===== src/acs_pkg.sv =====
// package for the converter sequence and dac auto-clear block
package acs_pkg;
  // register indices; byte address is four times the index
  localparam logic [7:0] IDX_ALARM_CTRL = 8'h4C;
  localparam logic [7:0] IDX_STATUS = 8'h4F;
  localparam logic [7:0] IDX_CSEL_LO = 8'h50;
  localparam logic [7:0] IDX_CSEL_HI = 8'h51;
  localparam logic [7:0] IDX_RANGE = 8'h52;
  localparam logic [7:0] IDX_SRC = 8'h53;
  localparam logic [7:0] IDX_AEN = 8'h54;
  localparam logic [7:0] IDX_SWCLR = 8'h55;
  localparam logic [7:0] IDX_SEQ = 8'h70;
  // writable bit masks and the status flag mask; other bits read zero
  localparam logic [15:0] MASK_CSEL_LO = 16'h7FFF;
  localparam logic [15:0] MASK_CSEL_HI = 16'h7000;
  localparam logic [15:0] MASK_SRC = 16'h7FFC;
  localparam logic [15:0] MASK_DAC = 16'h7FF8;
  localparam logic [15:0] MASK_ACTL = 16'h0004;
  localparam logic [15:0] MASK_FLAGS = 16'h7FFC;
  // reset values
  localparam logic [15:0] RST_CSEL = 16'h0000;
  localparam logic [15:0] RST_RANGE = 16'hFFFF;
  localparam logic [15:0] RST_SRC = 16'h0004;
  localparam logic [15:0] RST_DAC = 16'h0000;
  localparam logic [15:0] RST_ACTL = 16'h0000;
  // field positions
  localparam int BIT_LATCH_DIS = 2;
  localparam int BIT_OVERTEMP = 2;
  localparam int BIT_PAIR01 = 12;
  localparam int BIT_PAIR23 = 9;
  localparam int DAC_LSB = 3;
  localparam int NUM_DAC = 12;
  localparam int NUM_SLOT = 18;
  localparam logic [4:0] LAST_SLOT = 5'h11;
  // axi responses
  localparam logic [1:0] RESP_OKAY = 2'h0;
  localparam logic [1:0] RESP_SLVERR = 2'h2;

  typedef enum logic [1:0] {SEQ_IDLE, SEQ_SCAN, SEQ_WAIT} acs_seq_e;

  // request to the converter core
  typedef struct packed {
    logic start;
    logic [3:0] chan;
    logic diff;
    logic range;
  } acs_conv_s;

  // result write towards the data registers
  typedef struct packed {
    logic we;
    logic [3:0] idx;
    logic [11:0] data;
    logic twos;
  } acs_res_s;
endpackage


===== src/acs_top.sv =====
// register file, conversion sequencer and dac auto-clear logic
`timescale 1ns/1ps
`default_nettype none
module acs_top #(
  parameter int ADDR_W = 12
) (
  input wire logic aclk,
  input wire logic aresetn,
  input wire logic [ADDR_W-1:0] s_axi_awaddr,
  input wire logic s_axi_awvalid,
  output logic s_axi_awready,
  input wire logic [31:0] s_axi_wdata,
  input wire logic [3:0] s_axi_wstrb,
  input wire logic s_axi_wvalid,
  output logic s_axi_wready,
  output logic [1:0] s_axi_bresp,
  output logic s_axi_bvalid,
  input wire logic s_axi_bready,
  input wire logic [ADDR_W-1:0] s_axi_araddr,
  input wire logic s_axi_arvalid,
  output logic s_axi_arready,
  output logic [31:0] s_axi_rdata,
  output logic [1:0] s_axi_rresp,
  output logic s_axi_rvalid,
  input wire logic s_axi_rready,
  input wire logic [15:0] alarm_cond,
  input wire logic cycle_done,
  input wire logic conv_done,
  input wire logic [11:0] conv_data,
  output acs_pkg::acs_conv_s conv_req,
  output acs_pkg::acs_res_s result,
  output logic [15:0] input_range_bit,
  output logic [11:0] dac_clear
);

  // elaboration check: index field needs address bits 9:2
  if (ADDR_W < 10) begin : g_bad_addr
    $error("acs_top: ADDR_W must be at least 10");
  end

  typedef struct packed {
    logic [15:0] csel_lo;
    logic [15:0] csel_hi;
    logic [15:0] range;
    logic [15:0] src;
    logic [15:0] aen;
    logic [15:0] swclr;
    logic [15:0] actl;
    logic [15:0] flags;
    acs_pkg::acs_seq_e seq;
    logic [4:0] slot;
    acs_pkg::acs_conv_s conv;
    acs_pkg::acs_res_s res;
    logic [11:0] dac_clr;
    logic aw_got;
    logic [7:0] aw_idx;
    logic w_got;
    logic [15:0] wdata;
    logic [1:0] wstrb;
    logic awready;
    logic wready;
    logic bvalid;
    logic [1:0] bresp;
    logic arready;
    logic rvalid;
    logic [15:0] rdata;
    logic [1:0] rresp;
  } acs_state_s;

  acs_state_s q;
  acs_state_s d;
  logic [acs_pkg::NUM_SLOT-1:0] slot_en;
  logic [11:0] alarm_clr;

  // slot to input channel: low bits 14..0 then high bits 14..12
  function automatic logic [3:0] slot_chan(input logic [4:0] s);
    logic [3:0] c;
    c = 4'h0;
    case (s)
      5'h00: c = 4'h0;
      5'h01: c = 4'h1;
      5'h02: c = 4'h0;
      5'h03: c = 4'h2;
      5'h04: c = 4'h3;
      5'h05: c = 4'h2;
      5'h0F: c = 4'hD;
      5'h10: c = 4'hE;
      5'h11: c = 4'hF;
      default: c = 4'(s - 5'h02);
    endcase
    return c;
  endfunction

  // per-slot enable with pair bits masked by the single-ended bits
  always_comb begin
    for (int k = 0; k < 15; k++) begin
      slot_en[k] = q.csel_lo[14-k];
    end
    slot_en[14-acs_pkg::BIT_PAIR01] = q.csel_lo[acs_pkg::BIT_PAIR01] &
      ~q.csel_lo[14] & ~q.csel_lo[13];
    slot_en[14-acs_pkg::BIT_PAIR23] = q.csel_lo[acs_pkg::BIT_PAIR23] &
      ~q.csel_lo[11] & ~q.csel_lo[10];
    for (int k = 15; k < acs_pkg::NUM_SLOT; k++) begin
      slot_en[k] = q.csel_hi[29-k];
    end
  end

  // alarm-forced clear per dac, independent of dac operating mode
  for (genvar n = 0; n < acs_pkg::NUM_DAC; n++) begin : g_dac
    assign alarm_clr[n] =
      (|(q.flags[14:3] & q.src[14:3]) & q.aen[acs_pkg::DAC_LSB+n]) |
      (q.flags[acs_pkg::BIT_OVERTEMP] & q.src[acs_pkg::BIT_OVERTEMP]);
  end

  // next-state logic for the whole block
  always_comb begin
    logic aw_hs;
    logic w_hs;
    logic ar_hs;
    logic do_wr;
    logic [15:0] bmask;
    logic [15:0] wv;
    logic [7:0] r_idx;
    logic rd_status;
    logic wr_hit;
    // defaults so every local holds a value on every path
    do_wr = 1'b0;
    bmask = 16'h0000;
    wv = 16'h0000;
    r_idx = 8'h00;
    rd_status = 1'b0;
    wr_hit = 1'b1;
    aw_hs = s_axi_awvalid & q.awready;
    w_hs = s_axi_wvalid & q.wready;
    ar_hs = s_axi_arvalid & q.arready;
    d = q;
    d.conv.start = 1'b0;
    d.res.we = 1'b0;
    // write address and data taken independently
    if (aw_hs) begin
      d.aw_got = 1'b1;
      d.aw_idx = s_axi_awaddr[9:2];
    end
    if (w_hs) begin
      d.w_got = 1'b1;
      d.wdata = s_axi_wdata[15:0];
      d.wstrb = s_axi_wstrb[1:0];
    end
    do_wr = d.aw_got & d.w_got & ~q.bvalid;
    bmask = {{8{d.wstrb[1]}}, {8{d.wstrb[0]}}};
    wr_hit = 1'b1;
    if (do_wr) begin
      d.aw_got = 1'b0;
      d.w_got = 1'b0;
      d.bvalid = 1'b1;
      case (d.aw_idx)
        acs_pkg::IDX_CSEL_LO: begin
          wv = acs_pkg::MASK_CSEL_LO & bmask;
          d.csel_lo = (q.csel_lo & ~wv) | (d.wdata & wv);
        end
        acs_pkg::IDX_CSEL_HI: begin
          wv = acs_pkg::MASK_CSEL_HI & bmask;
          d.csel_hi = (q.csel_hi & ~wv) | (d.wdata & wv);
        end
        acs_pkg::IDX_RANGE: begin
          d.range = (q.range & ~bmask) | (d.wdata & bmask);
        end
        acs_pkg::IDX_SRC: begin
          wv = acs_pkg::MASK_SRC & bmask;
          d.src = (q.src & ~wv) | (d.wdata & wv);
        end
        acs_pkg::IDX_AEN: begin
          wv = acs_pkg::MASK_DAC & bmask;
          d.aen = (q.aen & ~wv) | (d.wdata & wv);
        end
        acs_pkg::IDX_SWCLR: begin
          wv = acs_pkg::MASK_DAC & bmask;
          d.swclr = (q.swclr & ~wv) | (d.wdata & wv);
        end
        acs_pkg::IDX_ALARM_CTRL: begin
          wv = acs_pkg::MASK_ACTL & bmask;
          d.actl = (q.actl & ~wv) | (d.wdata & wv);
        end
        acs_pkg::IDX_STATUS: wr_hit = 1'b1;
        acs_pkg::IDX_SEQ: wr_hit = 1'b1;
        default: wr_hit = 1'b0;
      endcase
      d.bresp = wr_hit ? acs_pkg::RESP_OKAY : acs_pkg::RESP_SLVERR;
    end else if (q.bvalid & s_axi_bready) begin
      d.bvalid = 1'b0;
    end
    d.awready = ~d.aw_got & ~d.bvalid;
    d.wready = ~d.w_got & ~d.bvalid;
    // read: data one cycle after the address is taken
    r_idx = s_axi_araddr[9:2];
    rd_status = ar_hs & (r_idx == acs_pkg::IDX_STATUS);
    if (ar_hs) begin
      d.rvalid = 1'b1;
      d.rresp = acs_pkg::RESP_OKAY;
      case (r_idx)
        acs_pkg::IDX_CSEL_LO: d.rdata = q.csel_lo;
        acs_pkg::IDX_CSEL_HI: d.rdata = q.csel_hi;
        acs_pkg::IDX_RANGE: d.rdata = q.range;
        acs_pkg::IDX_SRC: d.rdata = q.src;
        acs_pkg::IDX_AEN: d.rdata = q.aen;
        acs_pkg::IDX_SWCLR: d.rdata = q.swclr;
        acs_pkg::IDX_ALARM_CTRL: d.rdata = q.actl;
        acs_pkg::IDX_STATUS: d.rdata = q.flags;
        acs_pkg::IDX_SEQ: d.rdata = {8'h00, q.slot, q.conv.diff, q.seq};
        default: begin
          d.rdata = 16'h0000;
          d.rresp = acs_pkg::RESP_SLVERR;
        end
      endcase
    end else if (q.rvalid & s_axi_rready) begin
      d.rvalid = 1'b0;
    end
    d.arready = ~d.rvalid;
    // alarm flags: follow condition, or latch until gone and read
    if (q.actl[acs_pkg::BIT_LATCH_DIS]) begin
      d.flags = alarm_cond & acs_pkg::MASK_FLAGS;
    end else begin
      if (rd_status) begin
        d.flags = q.flags & alarm_cond;
      end
      if (cycle_done) begin
        d.flags = d.flags | (alarm_cond & acs_pkg::MASK_FLAGS);
      end
    end
    // dac clear output, held while its causes stay asserted
    d.dac_clr = alarm_clr | q.swclr[14:3];
    // conversion sequencer
    case (q.seq)
      acs_pkg::SEQ_IDLE: begin
        d.slot = 5'h00;
        if (|slot_en) begin
          d.seq = acs_pkg::SEQ_SCAN;
        end
      end
      acs_pkg::SEQ_SCAN: begin
        if (~|slot_en) begin
          d.seq = acs_pkg::SEQ_IDLE;
        end else if (slot_en[q.slot]) begin
          d.conv.start = 1'b1;
          d.conv.chan = slot_chan(q.slot);
          d.conv.diff = (q.slot == 5'h02) | (q.slot == 5'h05);
          d.conv.range = q.range[4'hF - slot_chan(q.slot)];
          d.seq = acs_pkg::SEQ_WAIT;
        end else begin
          d.slot = (q.slot == acs_pkg::LAST_SLOT) ? 5'h00 : q.slot + 5'h01;
        end
      end
      acs_pkg::SEQ_WAIT: begin
        if (conv_done) begin
          d.res.we = 1'b1;
          d.res.idx = q.conv.chan;
          d.res.data = conv_data;
          d.res.twos = q.conv.diff;
          d.slot = (q.slot == acs_pkg::LAST_SLOT) ? 5'h00 : q.slot + 5'h01;
          d.seq = acs_pkg::SEQ_SCAN;
        end
      end
      default: d.seq = acs_pkg::SEQ_IDLE;
    endcase
  end

  // state register with synchronous reset
  always_ff @(posedge aclk) begin
    if (!aresetn) begin
      q <= '0;
      q.csel_lo <= acs_pkg::RST_CSEL;
      q.csel_hi <= acs_pkg::RST_CSEL;
      q.range <= acs_pkg::RST_RANGE;
      q.src <= acs_pkg::RST_SRC;
      q.aen <= acs_pkg::RST_DAC;
      q.swclr <= acs_pkg::RST_DAC;
      q.actl <= acs_pkg::RST_ACTL;
      q.seq <= acs_pkg::SEQ_IDLE;
    end else begin
      q <= d;
    end
  end

  // outputs straight from the state register
  assign s_axi_awready = q.awready;
  assign s_axi_wready = q.wready;
  assign s_axi_bvalid = q.bvalid;
  assign s_axi_bresp = q.bresp;
  assign s_axi_arready = q.arready;
  assign s_axi_rvalid = q.rvalid;
  assign s_axi_rdata = {16'h0000, q.rdata};
  assign s_axi_rresp = q.rresp;
  assign conv_req = q.conv;
  assign result = q.res;
  assign input_range_bit = q.range;
  assign dac_clear = q.dac_clr;

  // checks on the block's own behaviour
  chk_reserved_zero: assert property (
    @(posedge aclk) disable iff (!aresetn)
    (q.csel_lo[15] == 1'b0) && (q.csel_hi[11:0] == 12'h000) &&
    (q.src[15] == 1'b0) && (q.src[1:0] == 2'h0))
    else $error("reserved select or source bit set");
  chk_pair01_masked: assert property (
    @(posedge aclk) disable iff (!aresetn)
    (q.csel_lo[14] | q.csel_lo[13]) |-> !slot_en[2])
    else $error("pair01 enabled with single-ended bit set");
  chk_pair23_masked: assert property (
    @(posedge aclk) disable iff (!aresetn)
    (q.csel_lo[11] | q.csel_lo[10]) |-> !slot_en[5])
    else $error("pair23 enabled with single-ended bit set");
  chk_start_enabled: assert property (
    @(posedge aclk) disable iff (!aresetn)
    (q.seq == acs_pkg::SEQ_SCAN && slot_en[q.slot]) |=>
    (conv_req.start && conv_req.chan == slot_chan($past(q.slot))))
    else $error("enabled slot not converted");
  chk_result_signed: assert property (
    @(posedge aclk) disable iff (!aresetn)
    (result.we && result.twos) |->
    (result.idx == 4'h0 || result.idx == 4'h2))
    else $error("signed result in wrong register");
  chk_pair_chan: assert property (
    @(posedge aclk) disable iff (!aresetn)
    (conv_req.start && conv_req.diff) |->
    (conv_req.chan == 4'h0 || conv_req.chan == 4'h2))
    else $error("differential request on wrong input");
  chk_overtemp_all: assert property (
    @(posedge aclk) disable iff (!aresetn)
    (q.flags[2] && q.src[2]) |=> (dac_clear == 12'hFFF))
    else $error("overtemp did not clear all dacs");
  chk_source_gate: assert property (
    @(posedge aclk) disable iff (!aresetn)
    ((q.flags[14:3] & q.src[14:3]) == 12'h000 &&
    !(q.flags[2] && q.src[2]) && q.swclr == 16'h0000) |=>
    (dac_clear == 12'h000))
    else $error("unsourced alarm cleared a dac");
  chk_swclr_forces: assert property (
    @(posedge aclk) disable iff (!aresetn)
    (q.swclr[14:3] != 12'h000) |=>
    ((dac_clear & $past(q.swclr[14:3])) == $past(q.swclr[14:3])))
    else $error("software clear not applied");
  chk_clear_release: assert property (
    @(posedge aclk) disable iff (!aresetn)
    (q.flags == 16'h0000 && q.swclr == 16'h0000) |=> (dac_clear == 12'h000))
    else $error("dac clear without cause");
  chk_reset_values: assert property (
    @(posedge aclk) disable iff (!aresetn)
    $rose(aresetn) |->
    (input_range_bit == acs_pkg::RST_RANGE && q.src == acs_pkg::RST_SRC &&
    q.aen == acs_pkg::RST_DAC))
    else $error("register reset value wrong");
  chk_unlatched_follow: assert property (
    @(posedge aclk) disable iff (!aresetn)
    q.actl[2] |=> (q.flags == ($past(alarm_cond) & 16'h7FFC)))
    else $error("unlatched flags do not follow condition");
  chk_latched_hold: assert property (
    @(posedge aclk) disable iff (!aresetn)
    (!q.actl[2] && q.flags[2] && alarm_cond[2]) |=> q.flags[2])
    else $error("latched flag dropped while condition present");

endmodule
`default_nettype wire


===== config.mk =====
export PLATFORM = sky130hd
export DESIGN_NAME = acs_top
export DESIGN_NICKNAME = d
export VERILOG_FILES = /design/src/acs_pkg.sv /design/src/acs_top.sv
export SDC_FILE = /design/constraint.sdc
export NUM_CORES = 1
export LEC_CHECK = 0
export BUFFER_PORTS_ARGS = -buffer_cell sky130_fd_sc_hd__buf_2
export CAP_MARGIN = 25
export CELL_PAD_IN_SITES_DETAIL_PLACEMENT = 0
export CELL_PAD_IN_SITES_GLOBAL_PLACEMENT = 1
export CORE_MARGIN = 5
export CORE_UTILIZATION = 44
export CTS_CLUSTER_SIZE = 14
export DETAILED_ROUTE_END_ITERATION = 10
export PLACE_DENSITY = 0.95
export SYNTH_ARGS = -nofsm -noshare
export SYNTH_HDL_FRONTEND = slang
export SYNTH_SLANG_ARGS = --single-unit

===== constraint.sdc =====
create_clock -name aclk -period 4.6 [get_ports aclk]
set_input_delay 0.23 -clock aclk [delete_from_list [all_inputs] [get_ports aclk]]
set_output_delay 0.23 -clock aclk [all_outputs]
set_load 0.01 [all_outputs]

==> results of run 1 <==
-- stage by stage --
step           std cells   util  total power [mW]
3_5_place_dp        1265  0.455              1.94
3_3_place_gp        1265  0.455              1.94
2_1_floorplan       1000      -              1.87
4_1_cts             1297  0.484              3.31
5_1_grt             1299  0.484              3.41
6_report            1299  0.484              3.30
-- per-layer routing --
metal | up-vias | GRT usage
li1 | 3481 | -
met1 | 3386 | 0.303
met2 | 323 | 0.322
met3 | 43 | 0.0463
met4 | 0 | 0.0787
met5 | - | 0
-- area by class of cell --
type                            instances  area share
Sequential cell                       183       0.391
Multi-Input combinational cell        654       0.426
Clock inverter                         11      0.0107
Clock buffer                           21      0.0481
Timing Repair Buffer                  153      0.0836
Inverter                               12     0.00508
Tap cell                              265      0.0354
-- placed cells by master (no fill, tap or decap), types with 3 or more instances in the layout --
master,synthesis,routed
dfxtp_1,183,183
buf_2,13,146
nor2_1,130,130
nand2_1,98,98
a211oi_1,67,67
a21oi_1,58,58
mux2i_1,46,46
o21ai_0,36,36
conb_1,1,18
a22o_1,17,17
clkbuf_16,0,17
a221oi_1,16,16
o211ai_1,16,16
a31oi_1,15,15
a22oi_1,13,13
inv_1,11,11
ha_1,11,11
nor3_1,9,9
and3_1,8,8
nand2b_1,8,8
nor4_1,7,7
buf_4,90,7
and2_1,6,6
nor2b_1,6,6
nand3_1,6,6
mux2_2,5,5
or2_2,5,5
nand3b_1,5,5
clkinvlp_4,0,5
or3_1,4,4
a221o_1,3,3
nor2_2,3,3
o311a_1,3,3
clkinv_2,0,3
clkbuf_1,44,3
-- worst paths after layout --
check | from | endpoint | slack (ns)
setup reg to reg | q[91]$_SDFFE_PN0P_ | conv_req[0]$_SDFFE_PN0P_ | 1.49
setup / recovery | q[91]$_SDFFE_PN0P_ | conv_req[0]$_SDFFE_PN0P_ | 1.49
hold / removal | conv_data[2] | result[3]$_SDFFE_PN0P_ | 0.03
hold reg to reg | result[9]$_SDFFE_PN0P_ | result[9]$_SDFFE_PN0P_ | 0.45
-- cells by family after synthesis --
family / after synthesis / share of synthesized area
simple gates: 306 / 0.159
other cells: 1 / 0.000438
buf+inv: 163 / 0.114
compound gates: 265 / 0.214
flops: 183 / 0.428
fa+ha+maj: 11 / 0.0161
mux: 54 / 0.0691
-- critical path, delay by kind of cell (launching register included) --
kind	cells	cell delay (ns)
compound gates	3	0.51
fa+ha+maj	1	0.31
buf+inv	2	0.42
flops	1	0.63
mux	3	0.77
simple gates	1	0.36
-- power groups by stage --
stage	clock network (mW)	logic [mW]	registers, mW
3_3_place_gp	0	0.250	1.69
3_5_place_dp	0	0.252	1.69
5_1_grt	1.47	0.283	1.66
6_report	1.39	0.256	1.65
4_1_cts	1.41	0.254	1.65
2_1_floorplan	0	0.188	1.68
==> results by group, run 1 <==
Timing
  – Layout Skew: 0.00910 ns
  – Slew @ Worst Pin: 0.950 ns
  – Final Hold Fails: 0
  – Hold WS: 0.0285 ns
  – Setup slack after layout: 1.49 ns
  – Clock period minus worst slack: 3.11 ns
  – Setup violators final: 0
  – Tcrit/Tclk final: 0.676
  – Setup_tns: 0 ns
  – Slew HR: 0.349
  – Fmax: 0.322 GHz
  – RSZ-0062 raised after global routing: no
  – Max Slew Vio Count: 0

Setup path
  – Max Fanout on Critical Path: 13
  – CP most frequent cell: mux2i_1
  – Worst Path Required: 4.93 ns
  – Setup CP Type: reg2reg
  – Startpoint types: flip-flop
  – Crit. End Element: flip-flop
  – Delay of the slowest critical-path stage: 0.63 ns
  – Critical path data arrival time: 3.44 ns
  – CP max stage cell: dfxtp_1
  – Cell-by-cell trace of the critical path: inv_1, ha_1, or2_2, a21oi_1, o211ai_1, buf_4, mux2i_1, mux2i_1, mux4_2, a21o_1
  – Worst R2R Path Depth: 10

Clocking
  – Num CTS Buffers: 17
  – CTS tree: built
  – Hold Buf Count CTS: 0
  – Clk_lat worst skew: 0.43 ns
  – Postcts setup bufs: 0
  – CTS resizes: 0
  – CTS sink count: 183
  – Clock Pin Slew Worst Setup and Hold Paths: 0.07 ns
  – Root buffer cell: clkbuf_16
  – H-Tree Depth: 4
  – Clk buf depth: 2

Floorplan
  – Die height: 150 um
  – Full die area: 22400 um2
  – DIE WIDTH: 150 um
  – Row cnt: 51
  – Starting Density: 0.443
  – Core Footprint: 19300 um2
  – IO Pins: 191

Synth
  – Sequential share of the synthesized area: 0.428
  – Number of synthesized flops with an enable pin: 0
  – Post-Synthesis Cell Area: 8570 um2
  – Syn Area/Cell: 8.72 um2
  – Most common cell in the synthesized netlist: dfxtp_1
  – Async SR Flop Fraction: 0
  – Area contributors post-synth: dfxtp_1 (43%), buf_4 (7.9%), a211oi_1 (5.9%)
  – Yosys top cell area share: 0.428
  – Post-synth top flop: dfxtp_1
  – Synth area leader: dfxtp_1
  – Unique masters post-synth: 63
  – Synth Instances: 983
  – Synthesized flop and latch total: 183
  – Most frequent cells after synthesis: dfxtp_1 (183), nor2_1 (130), nand2_1 (98), buf_4 (90), a211oi_1 (67)
  – Ys Warns: 0

Placed design
  – Placed Area: 8800 um2
  – Final Wtd Congestion: 0.925
  – Port Buffer Count: 146
  – Setup WS pre-CTS: 1.15 ns
  – Detailed placement HPWL: 17700 um

Min path
  – Min-Delay Path Class: in2reg
  – Hold path depth: 3

Final layout
  – Ant. Diodes: 0
  – Area Growth Syn to Fin: 9.29%
  – Storage cell area: 3660 um2
  – Final Cell Area: 9360 um2
  – Nets: 1129
  – Fraction of layout cells with a size suffix above 1: 0.193
  – Fillers: 1880
  – Multi-input gate area: 3990 um2

Drt
  – Top sig layer: met4
  – DR vias: 7233
  – WL met2: 10300 um
  – ANT nets after route: 0
  – Total wire length: 24000 um
  – DRC violations left: 0
  – Vias per cell: 5.57
  – Met3 routed WL: 2120 um
  – Drt first pass iters: 5
  – Wire per inst: 18.5 um
  – Initial DRC Count: 690
  – M1 wire length: 11000 um

Pwr
  – NetSw: 821 uW
  – Sw Ratio: 0.249
  – Combinational power share: 0.078
  – Clock Power Share: 0.421
  – VDD IR max: 0.000286 V
  – Sequential power share: 0.502
  – PwrDens: 352 nW/um2
  – Lkg Pwr: 3.74 nW
  – Internal power component: 2.47 mW

GRT
  – Global route total overflow: 0
  – Initial antenna violation count: 0
  – Global-route wire length before repair: 37500 um
  – Largest net degree at the start of global routing: 98
  – GRT Util Overall: 0.214
  – Vias in the first global route: 6749

Run
  – Max-cap viol count: 0

Outcome
  – Outcome: finished, final reports clean
No activity file was read; power rests on OpenSTA's default activity.
==> run 2: changes to the inputs <==
--- a/config.mk
+++ b/config.mk
@@ -5,15 +5,16 @@
 export SDC_FILE = /design/constraint.sdc
 export NUM_CORES = 1
 export LEC_CHECK = 0
+export ABC_AREA = 1
 export BUFFER_PORTS_ARGS = -buffer_cell sky130_fd_sc_hd__buf_2
 export CAP_MARGIN = 25
 export CELL_PAD_IN_SITES_DETAIL_PLACEMENT = 0
 export CELL_PAD_IN_SITES_GLOBAL_PLACEMENT = 1
 export CORE_MARGIN = 5
-export CORE_UTILIZATION = 44
+export CORE_UTILIZATION = 39
 export CTS_CLUSTER_SIZE = 14
 export DETAILED_ROUTE_END_ITERATION = 10
-export PLACE_DENSITY = 0.95
+export PLACE_DENSITY = 0.9
 export SYNTH_ARGS = -nofsm -noshare
 export SYNTH_HDL_FRONTEND = slang
 export SYNTH_SLANG_ARGS = --single-unit
==> constraint.sdc (replaced) <==
create_clock -name aclk -period 3.3 [get_ports aclk]
set_input_delay 0.165 -clock aclk [delete_from_list [all_inputs] [get_ports aclk]]
set_output_delay 0.165 -clock aclk [all_outputs]
set_load 0.01 [all_outputs]
==> results by group, run 2 <==
Timing
  – Slew @ Worst Pin: 0.853 ns
  – Tcrit/Tclk final: 0.845
  – Layout Skew: 0.0109 ns
  – Setup_tns: 0 ns
  – RSZ-0062 raised after global routing: no
  – Clock period minus worst slack: 2.79 ns
  – Fmax: 0.359 GHz
  – Max Slew Vio Count: 0
  – Setup violators final: 0
  – Final Hold Fails: 0
  – Slew HR: 0.426

Clocking
  – CTS tree: built
  – Postcts setup bufs: 0
  – CTS resizes: 0
  – Num CTS Buffers: 17
  – Root buffer cell: clkbuf_16
  – H-Tree Depth: 4
  – Clock Pin Slew Worst Setup and Hold Paths: 0.07 ns
  – Clk_lat worst skew: 0.44 ns
  – CTS sink count: 183
  – Clk buf depth: 2

Floorplan
  – IO Pins: 191
  – Row cnt: 55
  – Die height: 161 um
  – Core Footprint: 22600 um2
  – Starting Density: 0.395
  – DIE WIDTH: 161 um
  – Full die area: 26000 um2

GRT
  – Largest net degree at the start of global routing: 80
  – GRT Util Overall: 0.190
  – Global route total overflow: 0
  – Initial antenna violation count: 0
  – Vias in the first global route: 7201
  – Global-route wire length before repair: 39500 um

Drt
  – Total wire length: 25800 um
  – ANT nets after route: 0
  – Drt first pass iters: 5
  – Wire per inst: 16.3 um
  – DRC violations left: 0
  – DR vias: 8132
  – Vias per cell: 5.13
  – Initial DRC Count: 896

Synth
  – Simple-gate share of the synthesized area: 0.198
  – Synth area leader: dfxtp_1
  – Synth Area in Compound Gates: 0.202
  – Async SR Flop Fraction: 0
  – Synthesized flop and latch total: 183
  – Sequential share of the synthesized area: 0.411
  – Ys Warns: 0
  – Syn Area/Cell: 7.39 um2
  – Post-Synthesis Cell Area: 8920 um2
  – Adder-Cell Fraction of Synth Area: 0.0154
  – Area contributors post-synth: dfxtp_1 (41%), buf_4 (7.7%), a21oi_1 (7.1%)
  – Post-synth top flop: dfxtp_1
  – Fraction of synthesized area in multiplexers: 0.00561
  – Number of synthesized flops with an enable pin: 0
  – Most common cell in the synthesized netlist: dfxtp_1
  – Unique masters post-synth: 43
  – XOR/XNOR Fraction of Synth Area: 0.00294
  – Synth Instances: 1208
  – Yosys top cell area share: 0.411
  – Largest family of logic cells by synthesized area: compound AO/OA/AOI/OAI gates
  – Most frequent cells after synthesis: dfxtp_1 (183), nand2_1 (146), inv_1 (142), a21oi_1 (126), nor2_1 (124)

Pwr
  – PwrDens: 495 nW/um2
  – VDD IR max: 0.000305 V
  – Lkg Pwr: 4.46 nW

Final layout
  – Fillers: 2308
  – Area Growth Syn to Fin: 12.4%
  – Util after Layout: 0.444
  – Most frequent cells in the layout: dfxtp_1 (183), nand2_1 (146), buf_2 (146)
  – Nets: 1394
  – Fraction of layout cells with a size suffix above 1: 0.185
  – Ant. Diodes: 0
  – Most common cell after layout, fill and taps aside: dfxtp_1

Min path
  – Critical hold path startpoint: alarm_cond[3]
  – WHS Endpoint: q[100]$_SDFF_PN0_
  – Min-Delay Path Class: in2reg
  – Hold path depth: 3

Setup path
  – Worst R2R Path Depth: 15
  – R2R setup slack: 0.51 ns
  – Max Fanout on Critical Path: 13
  – Worst Path Required: 3.68 ns
  – Reg-to-Reg End: conv_req[0]$_SDFFE_PN0P_
  – Startpoint types: flip-flop
  – Setup CP Type: reg2reg
  – RR Startpoint: q[91]$_SDFFE_PN0P_
  – Crit. End Element: flip-flop
  – Critical path data arrival time: 3.17 ns

Outcome
  – Outcome: finished, final reports clean

Placed design
  – Detailed placement HPWL: 19200 um
  – Port Buffer Count: 146
  – Final Wtd Congestion: 0.912

Run
  – Max-cap viol count: 0
-- run 2: cell count changes in the layout (fill, tap and decap cells not counted), moves of 14 or more --
cell           change
a21oi_1           +68
dlygate4sd3_1     +23
o21ai_0           +69
nand2_1           +48
a211oi_1          -59
o22ai_1           +24
nand3_1           +42
mux2i_1           -41
a22o_1            -17
o21ai_1           +14
inv_1            +130
-- run 2: logic make-up (layout without fill, tap and decap cells) --
kind of cell / Yosys count / in the layout
multiplexers: 5 / 5
XOR/XNOR: 3 / 3
AO/OA/AOI/OAI: 325 / 325
other: 1 / 18
buffers and inverters: 285 / 359
AND/OR/NAND/NOR: 395 / 395
flip-flops: 183 / 183
adder cells (fa/ha/maj): 11 / 11
-- run 2: how the worst max path moves through the flow --
stage,cells after the start,slack [ns],startpoint,end
2_1_floorplan,17,1.30,q[91]$_SDFFE_PN0P_,conv_req[0]$_SDFFE_PN0P_
3_3_place_gp,15,0.67,q[91]$_SDFFE_PN0P_,conv_req[0]$_SDFFE_PN0P_
3_5_place_dp,16,0.63,q[91]$_SDFFE_PN0P_,conv_req[0]$_SDFFE_PN0P_
4_1_cts,16,0.62,q[91]$_SDFFE_PN0P_,conv_req[0]$_SDFFE_PN0P_
5_1_grt,15,0.35,q[91]$_SDFFE_PN0P_,conv_req[0]$_SDFFE_PN0P_
6_report,15,0.51,q[91]$_SDFFE_PN0P_,conv_req[0]$_SDFFE_PN0P_
-- run 2: layout make-up --
| type | instances | area [um2] | area share |
|---|---|---|---|
| Timing Repair Buffer | 174 | 1010 | 0.101 |
| Clock buffer | 18 | 429 | 0.0428 |
| Sequential cell | 183 | 3660 | 0.365 |
| Clock inverter | 14 | 136 | 0.0136 |
| Inverter | 153 | 574 | 0.0573 |
| Multi-Input combinational cell | 757 | 3860 | 0.385 |
| Tap cell | 285 | 357 | 0.0356 |
-- run 2: critical path: stages, from the launching register on --
cell	delay (ns)
dfxtp_1	0.69
inv_1	0.31
ha_1	0.30
inv_1	0.08
nand2_1	0.05
nand3_1	0.08
nand2_1	0.07
inv_1	0.12
nand2_1	0.10
o21ai_0	0.33
inv_1	0.17
nand3_1	0.12
nand3_1	0.09
nand3_1	0.10
nand2_1	0.06
inv_1	0.04
-- run 2: routing by layer --
layer,GRT usage,wire length [um],vias to the layer above
met1,0.278,12100,3726
met2,0.286,11100,324
li1,-,-,4050
met5,0,0,-
met3,0.0390,2130,32
met4,0.0508,400,0
-- run 2: repair_timing --
item	4_1_cts	5_1_grt
endpoints found under the hold margin	23	0
setup endpoints to repair	0	0
hold buffers	23	0
-- run 2: through the flow --
stage | instance area [um2] | cells | hold slack, ns | setup slack [ns] | power [mW]
6_report | 10000 | 1584 | 0.0130 | 0.512 | 4.96
5_1_grt | 10000 | 1584 | 0.00570 | 0.354 | 5.17
4_1_cts | 10000 | 1584 | 0.000638 | 0.618 | 4.99
3_5_place_dp | 9230 | 1529 | 0.409 | 0.632 | 3.00
3_3_place_gp | 9230 | 1529 | 0.405 | 0.670 | 3.00
2_1_floorplan | 8990 | 1225 | 0.313 | 1.30 | 2.83
-- run 2: power breakdown --
part	switching (mW)	total, mW	internal [mW]	leakage [nW]
clock network	0.977	1.98	1.00	0.280
logic	0.449	0.670	0.222	2.69
registers	0.0408	2.31	2.27	1.48
total	1.47	4.96	3.50	4.46
